[config.mk]
export PLATFORM = sky130hd
export DESIGN_NAME = cosc_top
export DESIGN_NICKNAME = d
export VERILOG_FILES = /design/src/rtl/cosc_pkg.sv /design/src/rtl/cosc_scale.sv /design/src/rtl/cosc_top.sv
export SDC_FILE = /design/constraint.sdc
export NUM_CORES = 2
export LEC_CHECK = 0
export BUFFER_PORTS_ARGS = -buffer_cell sky130_fd_sc_hd__buf_2
export CORE_MARGIN = 2
export CORE_UTILIZATION = 55
export CTS_BUF_LIST = sky130_fd_sc_hd__clkbuf_4 sky130_fd_sc_hd__clkbuf_8
export CTS_CLUSTER_SIZE = 14
export DETAILED_ROUTE_END_ITERATION = 6
export PLACE_DENSITY = 0.78
export SYNTH_ARGS = -nofsm -noshare
export SYNTH_HDL_FRONTEND = slang
export SYNTH_SLANG_ARGS = --single-unit
[constraint.sdc]
create_clock -name clock_in -period 40.5 [get_ports clock_in]
set_clock_uncertainty 0.2 [all_clocks]
set_input_delay 8.1 -clock clock_in [delete_from_list [all_inputs] [get_ports clock_in]]
set_output_delay 8.1 -clock clock_in [all_outputs]
set_load 0.01 [all_outputs]
[src/rtl/cosc_pkg.sv]
package cosc_pkg;
  // Structure
  localparam int CHANNELS = 2;
  localparam int DATA_W = 16;
  localparam int CODE_W = 12;
  localparam int CTRL_W = 8;
  localparam int IDX_W = 6;
  localparam int ADDR_W = 7;
  localparam int CH_SEL_BIT = 6;
  localparam int IRQ_W = 4;
  localparam int TICK_W = 24;
  localparam int WDT_W = 12;

  // Register indices, per channel unless noted
  localparam logic [IDX_W-1:0] IDX_PROC = 6'h00;
  localparam logic [IDX_W-1:0] IDX_DIAG = 6'h06;
  localparam logic [IDX_W-1:0] IDX_MOFF = 6'h13;
  localparam logic [IDX_W-1:0] IDX_MGAIN = 6'h14;
  localparam logic [IDX_W-1:0] IDX_MODE = 6'h20;
  localparam logic [IDX_W-1:0] IDX_UOFF = 6'h21;
  localparam logic [IDX_W-1:0] IDX_UGAIN = 6'h22;
  localparam logic [IDX_W-1:0] IDX_FALLBACK = 6'h23;
  // Shared, reached through channel 0 only
  localparam logic [IDX_W-1:0] IDX_IRQ_STAT = 6'h3E;
  localparam logic [IDX_W-1:0] IDX_IRQ_MASK = 6'h3F;

  // Field positions
  localparam int MODE_MAKER_BIT = 0;
  localparam int MODE_USER_BIT = 1;
  localparam int MODE_FALLBACK_BIT = 2;
  localparam int CTRL_REG_BIT = 7;
  localparam int CTRL_WNR_BIT = 6;
  localparam int DIAG_TIMEOUT_BIT = 0;
  localparam int DIAG_RUN_BIT = 1;
  localparam int IRQ_WDT_BASE = 0;
  localparam int IRQ_WR_BASE = 2;
  localparam int GAIN_FRAC = 8;
  localparam int CODE_TOP = DATA_W - 2;

  // Reset values, then zero, saturation and code-floor constants
  localparam logic [DATA_W-1:0] RST_GAIN = 16'h0100;
  localparam logic [DATA_W-1:0] RST_OFFSET = 16'h0000;
  localparam logic [DATA_W-1:0] RST_MODE = 16'h0000;
  localparam logic [DATA_W-1:0] RST_FALLBACK = 16'h0000;
  localparam logic [DATA_W-1:0] PV_ZERO = 16'h0000;
  localparam logic [DATA_W-1:0] SAT_POS = 16'h7FFF;
  localparam logic [DATA_W-1:0] SAT_NEG = 16'h8000;
  localparam logic [CODE_W-1:0] CODE_MIN = 12'h000;

  // Timing
  localparam int CLK_PERIOD_NS = 100;
  localparam int TICK_PERIOD_NS = 1000000;
  localparam int TICK_CYCLES = (TICK_PERIOD_NS + CLK_PERIOD_NS - 1) / CLK_PERIOD_NS;
  localparam int WDT_TIME_MS = 100;
  localparam int TICK_MS = 1;
  localparam int WDT_TICKS = WDT_TIME_MS / TICK_MS;
endpackage

[src/rtl/cosc_scale.sv]
`timescale 1ns/1ps
module cosc_scale
  import cosc_pkg::*;
(
  // Straight line y = offset + gain * x, gain with GAIN_FRAC fraction bits
  input wire logic [DATA_W-1:0] x_in,
  input wire logic [DATA_W-1:0] offset_in,
  input wire logic [DATA_W-1:0] gain_in,
  output logic [DATA_W-1:0] y_out
);
  logic signed [2*DATA_W-1:0] prod;
  logic signed [2*DATA_W-1:0] prod_sh;
  logic signed [2*DATA_W:0] sum;

  always_comb begin
    prod = $signed(gain_in) * $signed(x_in);
    prod_sh = prod >>> GAIN_FRAC;
    sum = $signed({{(DATA_W+1){offset_in[DATA_W-1]}}, offset_in}) +
          $signed({prod_sh[2*DATA_W-1], prod_sh});
    // Saturate so a large gain never wraps the sign
    if ((sum[2*DATA_W:DATA_W-1] == '0) || (sum[2*DATA_W:DATA_W-1] == '1)) begin
      y_out = sum[DATA_W-1:0];
    end else if (sum[2*DATA_W]) begin
      y_out = SAT_NEG;
    end else begin
      y_out = SAT_POS;
    end
  end
endmodule

[src/rtl/cosc_top.sv]
// The implementer's own choices: strobed register access and the address map.
`timescale 1ns/1ps
module cosc_top
  import cosc_pkg::*;
#(
  parameter int TICK_CYCLES_P = TICK_CYCLES,
  parameter int WDT_TICKS_P = WDT_TICKS
) (
  // Clock and reset
  input wire logic clock_in,
  input wire logic rst_b_in,
  // Register port
  input wire logic [ADDR_W-1:0] reg_addr_in,
  input wire logic [DATA_W-1:0] reg_wdata_in,
  input wire logic reg_wr_in,
  input wire logic reg_rd_in,
  output logic [DATA_W-1:0] reg_rdata_out,
  // Process data from the coupler
  input wire logic [CHANNELS-1:0] pd_valid_in,
  input wire logic [CHANNELS-1:0] pd_ctrl_en_in,
  input wire logic [CHANNELS-1:0][CTRL_W-1:0] pd_ctrl_in,
  input wire logic [CHANNELS-1:0][DATA_W-1:0] pd_data_in,
  // Returned status and register data
  output logic [CHANNELS-1:0][CTRL_W-1:0] pd_status_out,
  output logic [CHANNELS-1:0][DATA_W-1:0] pd_rdata_out,
  // Converter and indicators
  output logic [CHANNELS-1:0][CODE_W-1:0] dac_code_out,
  output logic [CHANNELS-1:0] channel_run_indicator_out,
  output logic irq_out
);
  typedef struct packed {
    logic [CHANNELS-1:0][DATA_W-1:0] pv;
    logic [CHANNELS-1:0][DATA_W-1:0] mode;
    logic [CHANNELS-1:0][DATA_W-1:0] moff;
    logic [CHANNELS-1:0][DATA_W-1:0] mgain;
    logic [CHANNELS-1:0][DATA_W-1:0] uoff;
    logic [CHANNELS-1:0][DATA_W-1:0] ugain;
    logic [CHANNELS-1:0][DATA_W-1:0] fallback;
    logic [TICK_W-1:0] tick_cnt;
    logic tick;
    logic [CHANNELS-1:0][WDT_W-1:0] wdt;
    logic [CHANNELS-1:0] timeout;
    logic [CHANNELS-1:0] run;
    logic [CHANNELS-1:0][CODE_W-1:0] code;
    logic [CHANNELS-1:0][CTRL_W-1:0] status;
    logic [CHANNELS-1:0][DATA_W-1:0] pd_rdata;
    logic [DATA_W-1:0] rdata;
    logic [IRQ_W-1:0] irq_stat;
    logic [IRQ_W-1:0] irq_mask;
    logic irq;
  } cosc_state_s;

  cosc_state_s q;
  cosc_state_s n;

  logic [CHANNELS-1:0][DATA_W-1:0] maker_y;
  logic [CHANNELS-1:0][DATA_W-1:0] user_x;
  logic [CHANNELS-1:0][DATA_W-1:0] user_y;
  logic [CHANNELS-1:0][DATA_W-1:0] scaled;

  function automatic logic [DATA_W-1:0] read_reg(input cosc_state_s s, input logic ch,
                                                input logic [IDX_W-1:0] idx);
    logic [DATA_W-1:0] r;
    r = '0;
    case (idx)
      IDX_PROC: r = s.pv[ch];
      IDX_DIAG: begin
        r[DIAG_TIMEOUT_BIT] = s.timeout[ch];
        r[DIAG_RUN_BIT] = s.run[ch];
      end
      IDX_MOFF: r = s.moff[ch];
      IDX_MGAIN: r = s.mgain[ch];
      IDX_MODE: r = s.mode[ch];
      IDX_UOFF: r = s.uoff[ch];
      IDX_UGAIN: r = s.ugain[ch];
      IDX_FALLBACK: r = s.fallback[ch];
      IDX_IRQ_STAT: r[IRQ_W-1:0] = ch ? '0 : s.irq_stat;
      IDX_IRQ_MASK: r[IRQ_W-1:0] = ch ? '0 : s.irq_mask;
      default: r = '0;
    endcase
    return r;
  endfunction

  // Unlisted indices swallow writes silently
  function automatic cosc_state_s write_reg(input cosc_state_s s, input logic ch,
                                            input logic [IDX_W-1:0] idx,
                                            input logic [DATA_W-1:0] d);
    cosc_state_s r;
    r = s;
    case (idx)
      IDX_MOFF: r.moff[ch] = d;
      IDX_MGAIN: r.mgain[ch] = d;
      IDX_MODE: r.mode[ch] = d;
      IDX_UOFF: r.uoff[ch] = d;
      IDX_UGAIN: r.ugain[ch] = d;
      IDX_FALLBACK: r.fallback[ch] = d;
      IDX_IRQ_STAT: begin
        if (!ch) begin
          r.irq_stat = s.irq_stat & ~d[IRQ_W-1:0];
        end
      end
      IDX_IRQ_MASK: begin
        if (!ch) begin
          r.irq_mask = d[IRQ_W-1:0];
        end
      end
      default: r = s;
    endcase
    return r;
  endfunction

  // Negative results hold the floor, top of range maps to the top code
  function automatic logic [CODE_W-1:0] to_code(input logic [DATA_W-1:0] v);
    if (v[DATA_W-1]) begin
      return CODE_MIN;
    end
    return v[CODE_TOP -: CODE_W];
  endfunction

  genvar g;
  generate
    for (g = 0; g < CHANNELS; g = g + 1) begin : g_ch
      cosc_scale u_maker (
        .x_in(q.pv[g]),
        .offset_in(q.moff[g]),
        .gain_in(q.mgain[g]),
        .y_out(maker_y[g])
      );
      assign user_x[g] = q.mode[g][MODE_MAKER_BIT] ? maker_y[g] : q.pv[g];
      cosc_scale u_user (
        .x_in(user_x[g]),
        .offset_in(q.uoff[g]),
        .gain_in(q.ugain[g]),
        .y_out(user_y[g])
      );
      assign scaled[g] = q.mode[g][MODE_USER_BIT] ? user_y[g] : user_x[g];
    end
  endgenerate

  always_comb begin
    n = q;
    n.tick = 1'b0;
    // One-millisecond enable shared by both watchdogs
    if (q.tick_cnt == TICK_W'(TICK_CYCLES_P - 1)) begin
      n.tick_cnt = '0;
      n.tick = 1'b1;
    end else begin
      n.tick_cnt = q.tick_cnt + 1'b1;
    end
    n.rdata = '0;
    if (reg_rd_in) begin
      n.rdata = read_reg(q, reg_addr_in[CH_SEL_BIT], reg_addr_in[IDX_W-1:0]);
    end
    if (reg_wr_in) begin
      n = write_reg(n, reg_addr_in[CH_SEL_BIT], reg_addr_in[IDX_W-1:0], reg_wdata_in);
    end
    for (int c = 0; c < CHANNELS; c++) begin
      // Coupler traffic comes after the port write so it wins a collision
      if (pd_valid_in[c]) begin
        if (pd_ctrl_en_in[c] && pd_ctrl_in[c][CTRL_REG_BIT]) begin
          if (pd_ctrl_in[c][CTRL_WNR_BIT]) begin
            n = write_reg(n, c[0], pd_ctrl_in[c][IDX_W-1:0], pd_data_in[c]);
            n.irq_stat[IRQ_WR_BASE + c] = 1'b1;
          end else begin
            n.pd_rdata[c] = read_reg(q, c[0], pd_ctrl_in[c][IDX_W-1:0]);
          end
          n.status[c] = pd_ctrl_in[c];
        end else begin
          n.pv[c] = pd_data_in[c];
          n.status[c] = '0;
        end
        n.wdt[c] = '0;
        n.timeout[c] = 1'b0;
      end else if (q.tick && !q.timeout[c]) begin
        if (q.wdt[c] == WDT_W'(WDT_TICKS_P)) begin
          n.timeout[c] = 1'b1;
          n.irq_stat[IRQ_WDT_BASE + c] = 1'b1;
        end else begin
          n.wdt[c] = q.wdt[c] + 1'b1;
        end
      end
      if (q.timeout[c]) begin
        n.code[c] = to_code(q.mode[c][MODE_FALLBACK_BIT] ? q.fallback[c] : PV_ZERO);
      end else begin
        n.code[c] = to_code(scaled[c]);
      end
    end
    n.run = ~n.timeout;
    n.irq = |(n.irq_stat & n.irq_mask);
  end

  always_ff @(posedge clock_in or negedge rst_b_in) begin
    if (!rst_b_in) begin
      q <= '0;
      q.mode <= {CHANNELS{RST_MODE}};
      q.moff <= {CHANNELS{RST_OFFSET}};
      q.mgain <= {CHANNELS{RST_GAIN}};
      q.uoff <= {CHANNELS{RST_OFFSET}};
      q.ugain <= {CHANNELS{RST_GAIN}};
      q.fallback <= {CHANNELS{RST_FALLBACK}};
      q.run <= '1;
    end else begin
      q <= n;
    end
  end

  assign reg_rdata_out = q.rdata;
  assign pd_status_out = q.status;
  assign pd_rdata_out = q.pd_rdata;
  assign dac_code_out = q.code;
  assign channel_run_indicator_out = q.run;
  assign irq_out = q.irq;

  // Helpers for the checks on channel 0
  logic [CODE_W-1:0] pv0_top;
  logic [CODE_W-1:0] fb0_top;
  logic plain0;
  logic regwr_mode0;
  assign pv0_top = q.pv[0][CODE_TOP -: CODE_W];
  assign fb0_top = q.fallback[0][CODE_TOP -: CODE_W];
  assign plain0 = !q.timeout[0] && !q.mode[0][MODE_MAKER_BIT] && !q.mode[0][MODE_USER_BIT];
  assign regwr_mode0 = pd_valid_in[0] && pd_ctrl_en_in[0] && pd_ctrl_in[0][CTRL_REG_BIT] &&
                       pd_ctrl_in[0][CTRL_WNR_BIT] && (pd_ctrl_in[0][IDX_W-1:0] == IDX_MODE);

  property p_plain_code;
    @(posedge clock_in) disable iff (!rst_b_in)
    (plain0 && !q.pv[0][DATA_W-1]) |=> (dac_code_out[0] == $past(pv0_top));
  endproperty
  a_plain_code: assert property (p_plain_code) else $error("plain code mismatch");

  property p_negative_clamp;
    @(posedge clock_in) disable iff (!rst_b_in)
    (plain0 && q.pv[0][DATA_W-1]) |=> (dac_code_out[0] == CODE_MIN);
  endproperty
  a_negative_clamp: assert property (p_negative_clamp) else $error("negative not clamped");

  property p_run_tracks;
    @(posedge clock_in) disable iff (!rst_b_in)
    !channel_run_indicator_out[0] |-> (q.wdt[0] == WDT_W'(WDT_TICKS_P));
  endproperty
  a_run_tracks: assert property (p_run_tracks) else $error("run indicator wrong");

  property p_wdt_restart;
    @(posedge clock_in) disable iff (!rst_b_in)
    pd_valid_in[0] |=> (!q.timeout[0] && (q.wdt[0] == '0));
  endproperty
  a_wdt_restart: assert property (p_wdt_restart) else $error("watchdog not restarted");

  property p_timeout_on_tick;
    @(posedge clock_in) disable iff (!rst_b_in)
    $rose(q.timeout[0]) |-> ($past(q.tick) && !$past(pd_valid_in[0]));
  endproperty
  a_timeout_on_tick: assert property (p_timeout_on_tick) else $error("timeout off tick");

  property p_fallback_code;
    @(posedge clock_in) disable iff (!rst_b_in)
    (q.timeout[0] && q.mode[0][MODE_FALLBACK_BIT] && !q.fallback[0][DATA_W-1])
      |=> (dac_code_out[0] == $past(fb0_top));
  endproperty
  a_fallback_code: assert property (p_fallback_code) else $error("fallback not driven");

  property p_status_echo;
    @(posedge clock_in) disable iff (!rst_b_in)
    (pd_valid_in[0] && pd_ctrl_en_in[0] && pd_ctrl_in[0][CTRL_REG_BIT])
      |=> (pd_status_out[0] == $past(pd_ctrl_in[0]));
  endproperty
  a_status_echo: assert property (p_status_echo) else $error("status not echoed");

  property p_mode_write;
    @(posedge clock_in) disable iff (!rst_b_in)
    regwr_mode0 |=> ##1 (q.mode[0] == $past(pd_data_in[0], 2));
  endproperty
  a_mode_write: assert property (p_mode_write) else $error("mode write lost");

  property p_pv_capture;
    @(posedge clock_in) disable iff (!rst_b_in)
    (pd_valid_in[0] && !(pd_ctrl_en_in[0] && pd_ctrl_in[0][CTRL_REG_BIT]))
      |=> ((q.pv[0] == $past(pd_data_in[0])) && (pd_status_out[0] == '0));
  endproperty
  a_pv_capture: assert property (p_pv_capture) else $error("process value not taken");

  property p_fallback_zero;
    @(posedge clock_in) disable iff (!rst_b_in)
    (q.timeout[0] && !q.mode[0][MODE_FALLBACK_BIT]) |=> (dac_code_out[0] == CODE_MIN);
  endproperty
  a_fallback_zero: assert property (p_fallback_zero) else $error("timeout floor wrong");

  property p_write_irq;
    @(posedge clock_in) disable iff (!rst_b_in)
    (pd_valid_in[0] && pd_ctrl_en_in[0] && pd_ctrl_in[0][CTRL_REG_BIT] &&
     pd_ctrl_in[0][CTRL_WNR_BIT]) |=> q.irq_stat[IRQ_WR_BASE];
  endproperty
  a_write_irq: assert property (p_write_irq) else $error("write event not flagged");

  property p_wdt_full;
    @(posedge clock_in) disable iff (!rst_b_in)
    $rose(q.timeout[0]) |-> ($past(q.wdt[0]) == WDT_W'(WDT_TICKS_P));
  endproperty
  a_wdt_full: assert property (p_wdt_full) else $error("timeout before full count");

  property p_wdt_irq;
    @(posedge clock_in) disable iff (!rst_b_in)
    $rose(q.timeout[0]) |-> q.irq_stat[IRQ_WDT_BASE];
  endproperty
  a_wdt_irq: assert property (p_wdt_irq) else $error("overflow not flagged");

  property p_plain_code1;
    @(posedge clock_in) disable iff (!rst_b_in)
    (!q.timeout[1] && !q.mode[1][MODE_MAKER_BIT] && !q.mode[1][MODE_USER_BIT] &&
     !q.pv[1][DATA_W-1]) |=> (dac_code_out[1] == $past(q.pv[1][CODE_TOP -: CODE_W]));
  endproperty
  a_plain_code1: assert property (p_plain_code1) else $error("plain code mismatch on 1");

  property p_read_access1;
    @(posedge clock_in) disable iff (!rst_b_in)
    (pd_valid_in[1] && pd_ctrl_en_in[1] && pd_ctrl_in[1][CTRL_REG_BIT] &&
     !pd_ctrl_in[1][CTRL_WNR_BIT] && (pd_ctrl_in[1][IDX_W-1:0] == IDX_FALLBACK))
      |=> (pd_rdata_out[1] == $past(q.fallback[1]));
  endproperty
  a_read_access1: assert property (p_read_access1) else $error("register read wrong");

  property p_run_off1;
    @(posedge clock_in) disable iff (!rst_b_in)
    !channel_run_indicator_out[1] |-> (q.wdt[1] == WDT_W'(WDT_TICKS_P));
  endproperty
  a_run_off1: assert property (p_run_off1) else $error("run indicator off early");

  property p_saturate;
    @(posedge clock_in) disable iff (!rst_b_in)
    (!q.timeout[0] && q.mode[0][MODE_MAKER_BIT] && !q.mode[0][MODE_USER_BIT] &&
     (maker_y[0] == SAT_POS)) |=> (dac_code_out[0] == '1);
  endproperty
  a_saturate: assert property (p_saturate) else $error("saturated code wrong");
endmodule

==> summary.md <==
| Metric | Value |
|---|---|
| Post-CTS Hold Fix Bufs | `0` |
| Failing checks | `design-rule violations` |
| Cts bufs inserted | `69` |
| Number of synthesized flops with an enable pin | `0` |
| Global route overflow | `0` |
| Final wirelength | `196 mm` |
| Tightest Pin Transition | `1.19 ns` |
| Starting Density | `55.5%` |
| Worst Reg-to-Reg Cells | `72` |
| Post-synth cell types | `98` |
| First-pass GRT wire length | `309 mm` |
| I/O pin total | `170` |
| Fillers | `9,888` |
| DR WL/cell | `22.7 µm` |
| Nets | `8,593` |
| Post CTS Setup Buffer Count | `0` |
| Worst r2r dst | `dac_code_out[14]` |
| CP peak stage delay | `0.93 ns` |
| Synth area leader | `fa_1` |
| Pin count of the biggest net entering global routing | `106` |
| Reg2reg setup slack | `20.16 ns` |
| Mux cell area share after synthesis | `5.00%` |
| Die Height | `346 µm` |
| Clk Latency, worst-skew pair | `0.74 ns` |
| TritonRoute pass-1 iters | `7` |
| Synth Net Count | `8,754` |
| Core Box Area | `116,000 µm²` |
| Max cap viols | `0` |
| Hold path start | `pd_status_out[15]` |
| Area grow syn2layout | `4.76%` |
| Crit path kind | `flip-flop to flip-flop` |
| # rows | `125` |
| Post-route DRC | `88` |
| Synth Area in Simple Gates | `16.0%` |
| Post-Synth Adder-Cell Area | `40.8%` |
| Sequential area share after synthesis | `14.5%` |
| Worst path most repeated cell | `fa_1` |
| Hold Crit Class | `flip-flop to flip-flop` |
| Slew margin rel. | `20.8%` |
| Worst-path maximum fanout | `19` |
| Post-route cell area | `67,600 µm²` |
| RePlAce Congestion | `1.00` |
| Top cells by area, synth | `fa_1, dfrtp_1, ha_1` |
| Worst reg2reg startpoint | `q[359]` |
| Tot GR Track Use | `33.3%` |
| Min Tclk post-route | `20.34 ns` |
| CP Data Required Time | `40.89 ns` |
| Post-CTS resize count | `0` |
| Non-filler cells, final | `8,634` |
| Ys flop type | `dfrtp_1` |
| Starting DRT DRC Count | `5,609` |
| Layout cell share with drive strength beyond 1 | `7.39%` |
| FMAX | `49.2 MHz` |
| Synth Area in XOR/XNOR | `2.85%` |
| CP startpoint kind | `flip-flop` |
| Cells after Synth | `7,202` |
| Combinational family with the most area after synthesis | `adder cells` |
| Max clock buf depth | `3` |
| Mapped Area | `64,500 µm²` |
| Post-synthesis async set-or-reset flop share | `100%` |
| Dpl cells | `8,494` |
| CP endpoint kind | `flip-flop` |
| Die Area | `120,000 µm²` |
| TritonCTS clock tree | `done` |
| Total negative slack | `0 ns` |
| Compound-Gate Fraction of Synth Area | `10.2%` |
| Final setup viols | `0` |
| CTS root buf | `clkbuf_8` |
| Vias per Instance | `6.01` |
| Period utilization | `50.2%` |
| Die X | `346 µm` |
| Initial antenna violation count | `36` |
| Post-route ant nets | `0` |
| CP max stage cell | `dfrtp_1` |
| Clock transition at path regs | `0.07 ns` |
| Min-Delay Path Depth | `1` |
| Clock sinks | `374` |
| DP Wirelength | `152 mm` |
| Min setup slack post-route | `20.16 ns` |
| Placed Area | `65,900 µm²` |
| Worst EP arrival | `20.73 ns` |
| Final hold vios | `0` |
| Syn avg cell area | `8.96 µm²` |
| Status | `finished, violations left` |
| Yosys warnings | `0` |
| # H-tree levels | `3` |
| Vias in the first global route | `54,000` |
| Setup Slack @ Placement | `20.50 ns` |
| Seq cells post-synth | `374` |
| Max-slew violations | `0` |
| Synth top area share | `32.5%` |
| Hold EP | `pd_status_out[15]` |
| Port Buffers | `169` |
| Via count | `51,900` |
| RSZ-0062 raised after global routing | `false` |
==> worst max-delay path, delay by kind of cell (launching register included) <==
kind,cells,cell delay [ns]
AO/OA/AOI/OAI,28,8.01
adder cells (fa/ha/maj),16,6.85
AND/OR/NAND/NOR,20,3.73
flip-flops,1,0.93
buffers and inverters,7,0.38
XOR/XNOR,1,0.08
==> Yosys cell counts (30+ instances only) <==
library cell and count:
mux4_2 30, ha_1 425, o21ai_0 268, xor2_1 66, nor2_1 309, fa_1 1048
mux2i_1 222, nor3_1 76, a21o_1 62, o21a_1 37, inv_1 1235, a22o_1 56
buf_4 90, xnor2_1 144, clkbuf_1 376, nor2b_1 88, nand3_1 82, o21ai_1 31
nand2b_1 60, a21oi_1 230, nand2_1 858, nand4_1 43, dfrtp_1 368, a22oi_1 58
a222oi_1 40, and3_1 69, and2_1 423
==> cell families (layout without fill, tap and decap cells) <==
group,after synthesis,after routing
flops,374,374
xor+xnor,210,210
fa+ha+maj,1473,1473
compound gates,1001,1001
mux,281,281
other cells,0,15
buf+inv,1736,1629
simple gates,2127,2127
==> cells in the final DEF (no fill, tap or decap), types with 26 or more instances in the layout <==
master	count
mux2i_1	222
xnor2_1	144
o21a_1	37
a22oi_1	58
a222oi_1	40
a22o_1	56
and2_1	423
nor3_1	72
a21oi_1	228
buf_2	168
clkbuf_8	88
o21ai_1	26
nor2_1	307
a211oi_1	26
dfrtp_1	368
inv_1	1235
nand2_1	858
mux4_2	30
mux2_2	29
ha_1	425
nand4_1	43
a21o_1	62
o21ai_0	268
nand3_1	82
nor2b_1	88
and3_1	69
xor2_1	66
nand2b_1	60
fa_1	1048
buf_4	98
==> metal layers <==
metal	part of all wire, %	vias to the layer above	global-route usage (%)
met5	0.13	-	0.320
met4	6.4	34	18.2
met3	12	729	9.63
met2	43	2838	49.9
met1	38	25800	43.7
li1	-	22500	-
==> layout make-up <==
cell class              instances  area [µm²]  area share (%)
well taps                    1524        1910            2.82
clock inverters                23         304           0.450
multi-input cells            5092       48400            71.6
clock buffers                 102        1320            1.95
repair buffers                267        1590            2.36
inverters                    1237        4640            6.87
diodes                         15        37.5          0.0555
flip-flops and latches        374        9370            13.9
==> sequential cells by signal, indices dropped and copies added (netlist names) <==
signal	flops
channel_run_indicator_out	2
pd_status_out	16
irq_out	1
fb0_top	12
pd_rdata_out	32
reg_rdata_out	16
dac_code_out	24
q	259
pv0_top	12
==> per-stage QoR <==
| stage | hold slack, ns | util [%] |
|---|---|---|
| 2_1_floorplan | 0.247 | - |
| 3_3_place_gp | 0.261 | 56.7 |
| 3_5_place_dp | 0.266 | 56.7 |
| 4_1_cts | 0.280 | 58.1 |
| 5_1_grt | 0.302 | 58.1 |
| 6_report | 0.279 | 58.2 |
==> worst max-delay path by stage <==
| stage | from | endpoint | slack (ns) | cells after the start |
|---|---|---|---|---|
| floorplan | q[359] | dac_code_out[18] | 22.15 | 77 |
| global placement | q[343] | dac_code_out[2] | 20.92 | 69 |
| detailed placement | q[359] | dac_code_out[13] | 20.50 | 72 |
| CTS | q[359] | dac_code_out[13] | 20.42 | 72 |
| global route | q[359] | dac_code_out[13] | 18.75 | 72 |
| finish | q[359] | dac_code_out[14] | 20.16 | 72 |
Power is left out: the tool's default activity adds up to more than one toggle a clock period on the data nets, which glitch-free logic cannot reach.
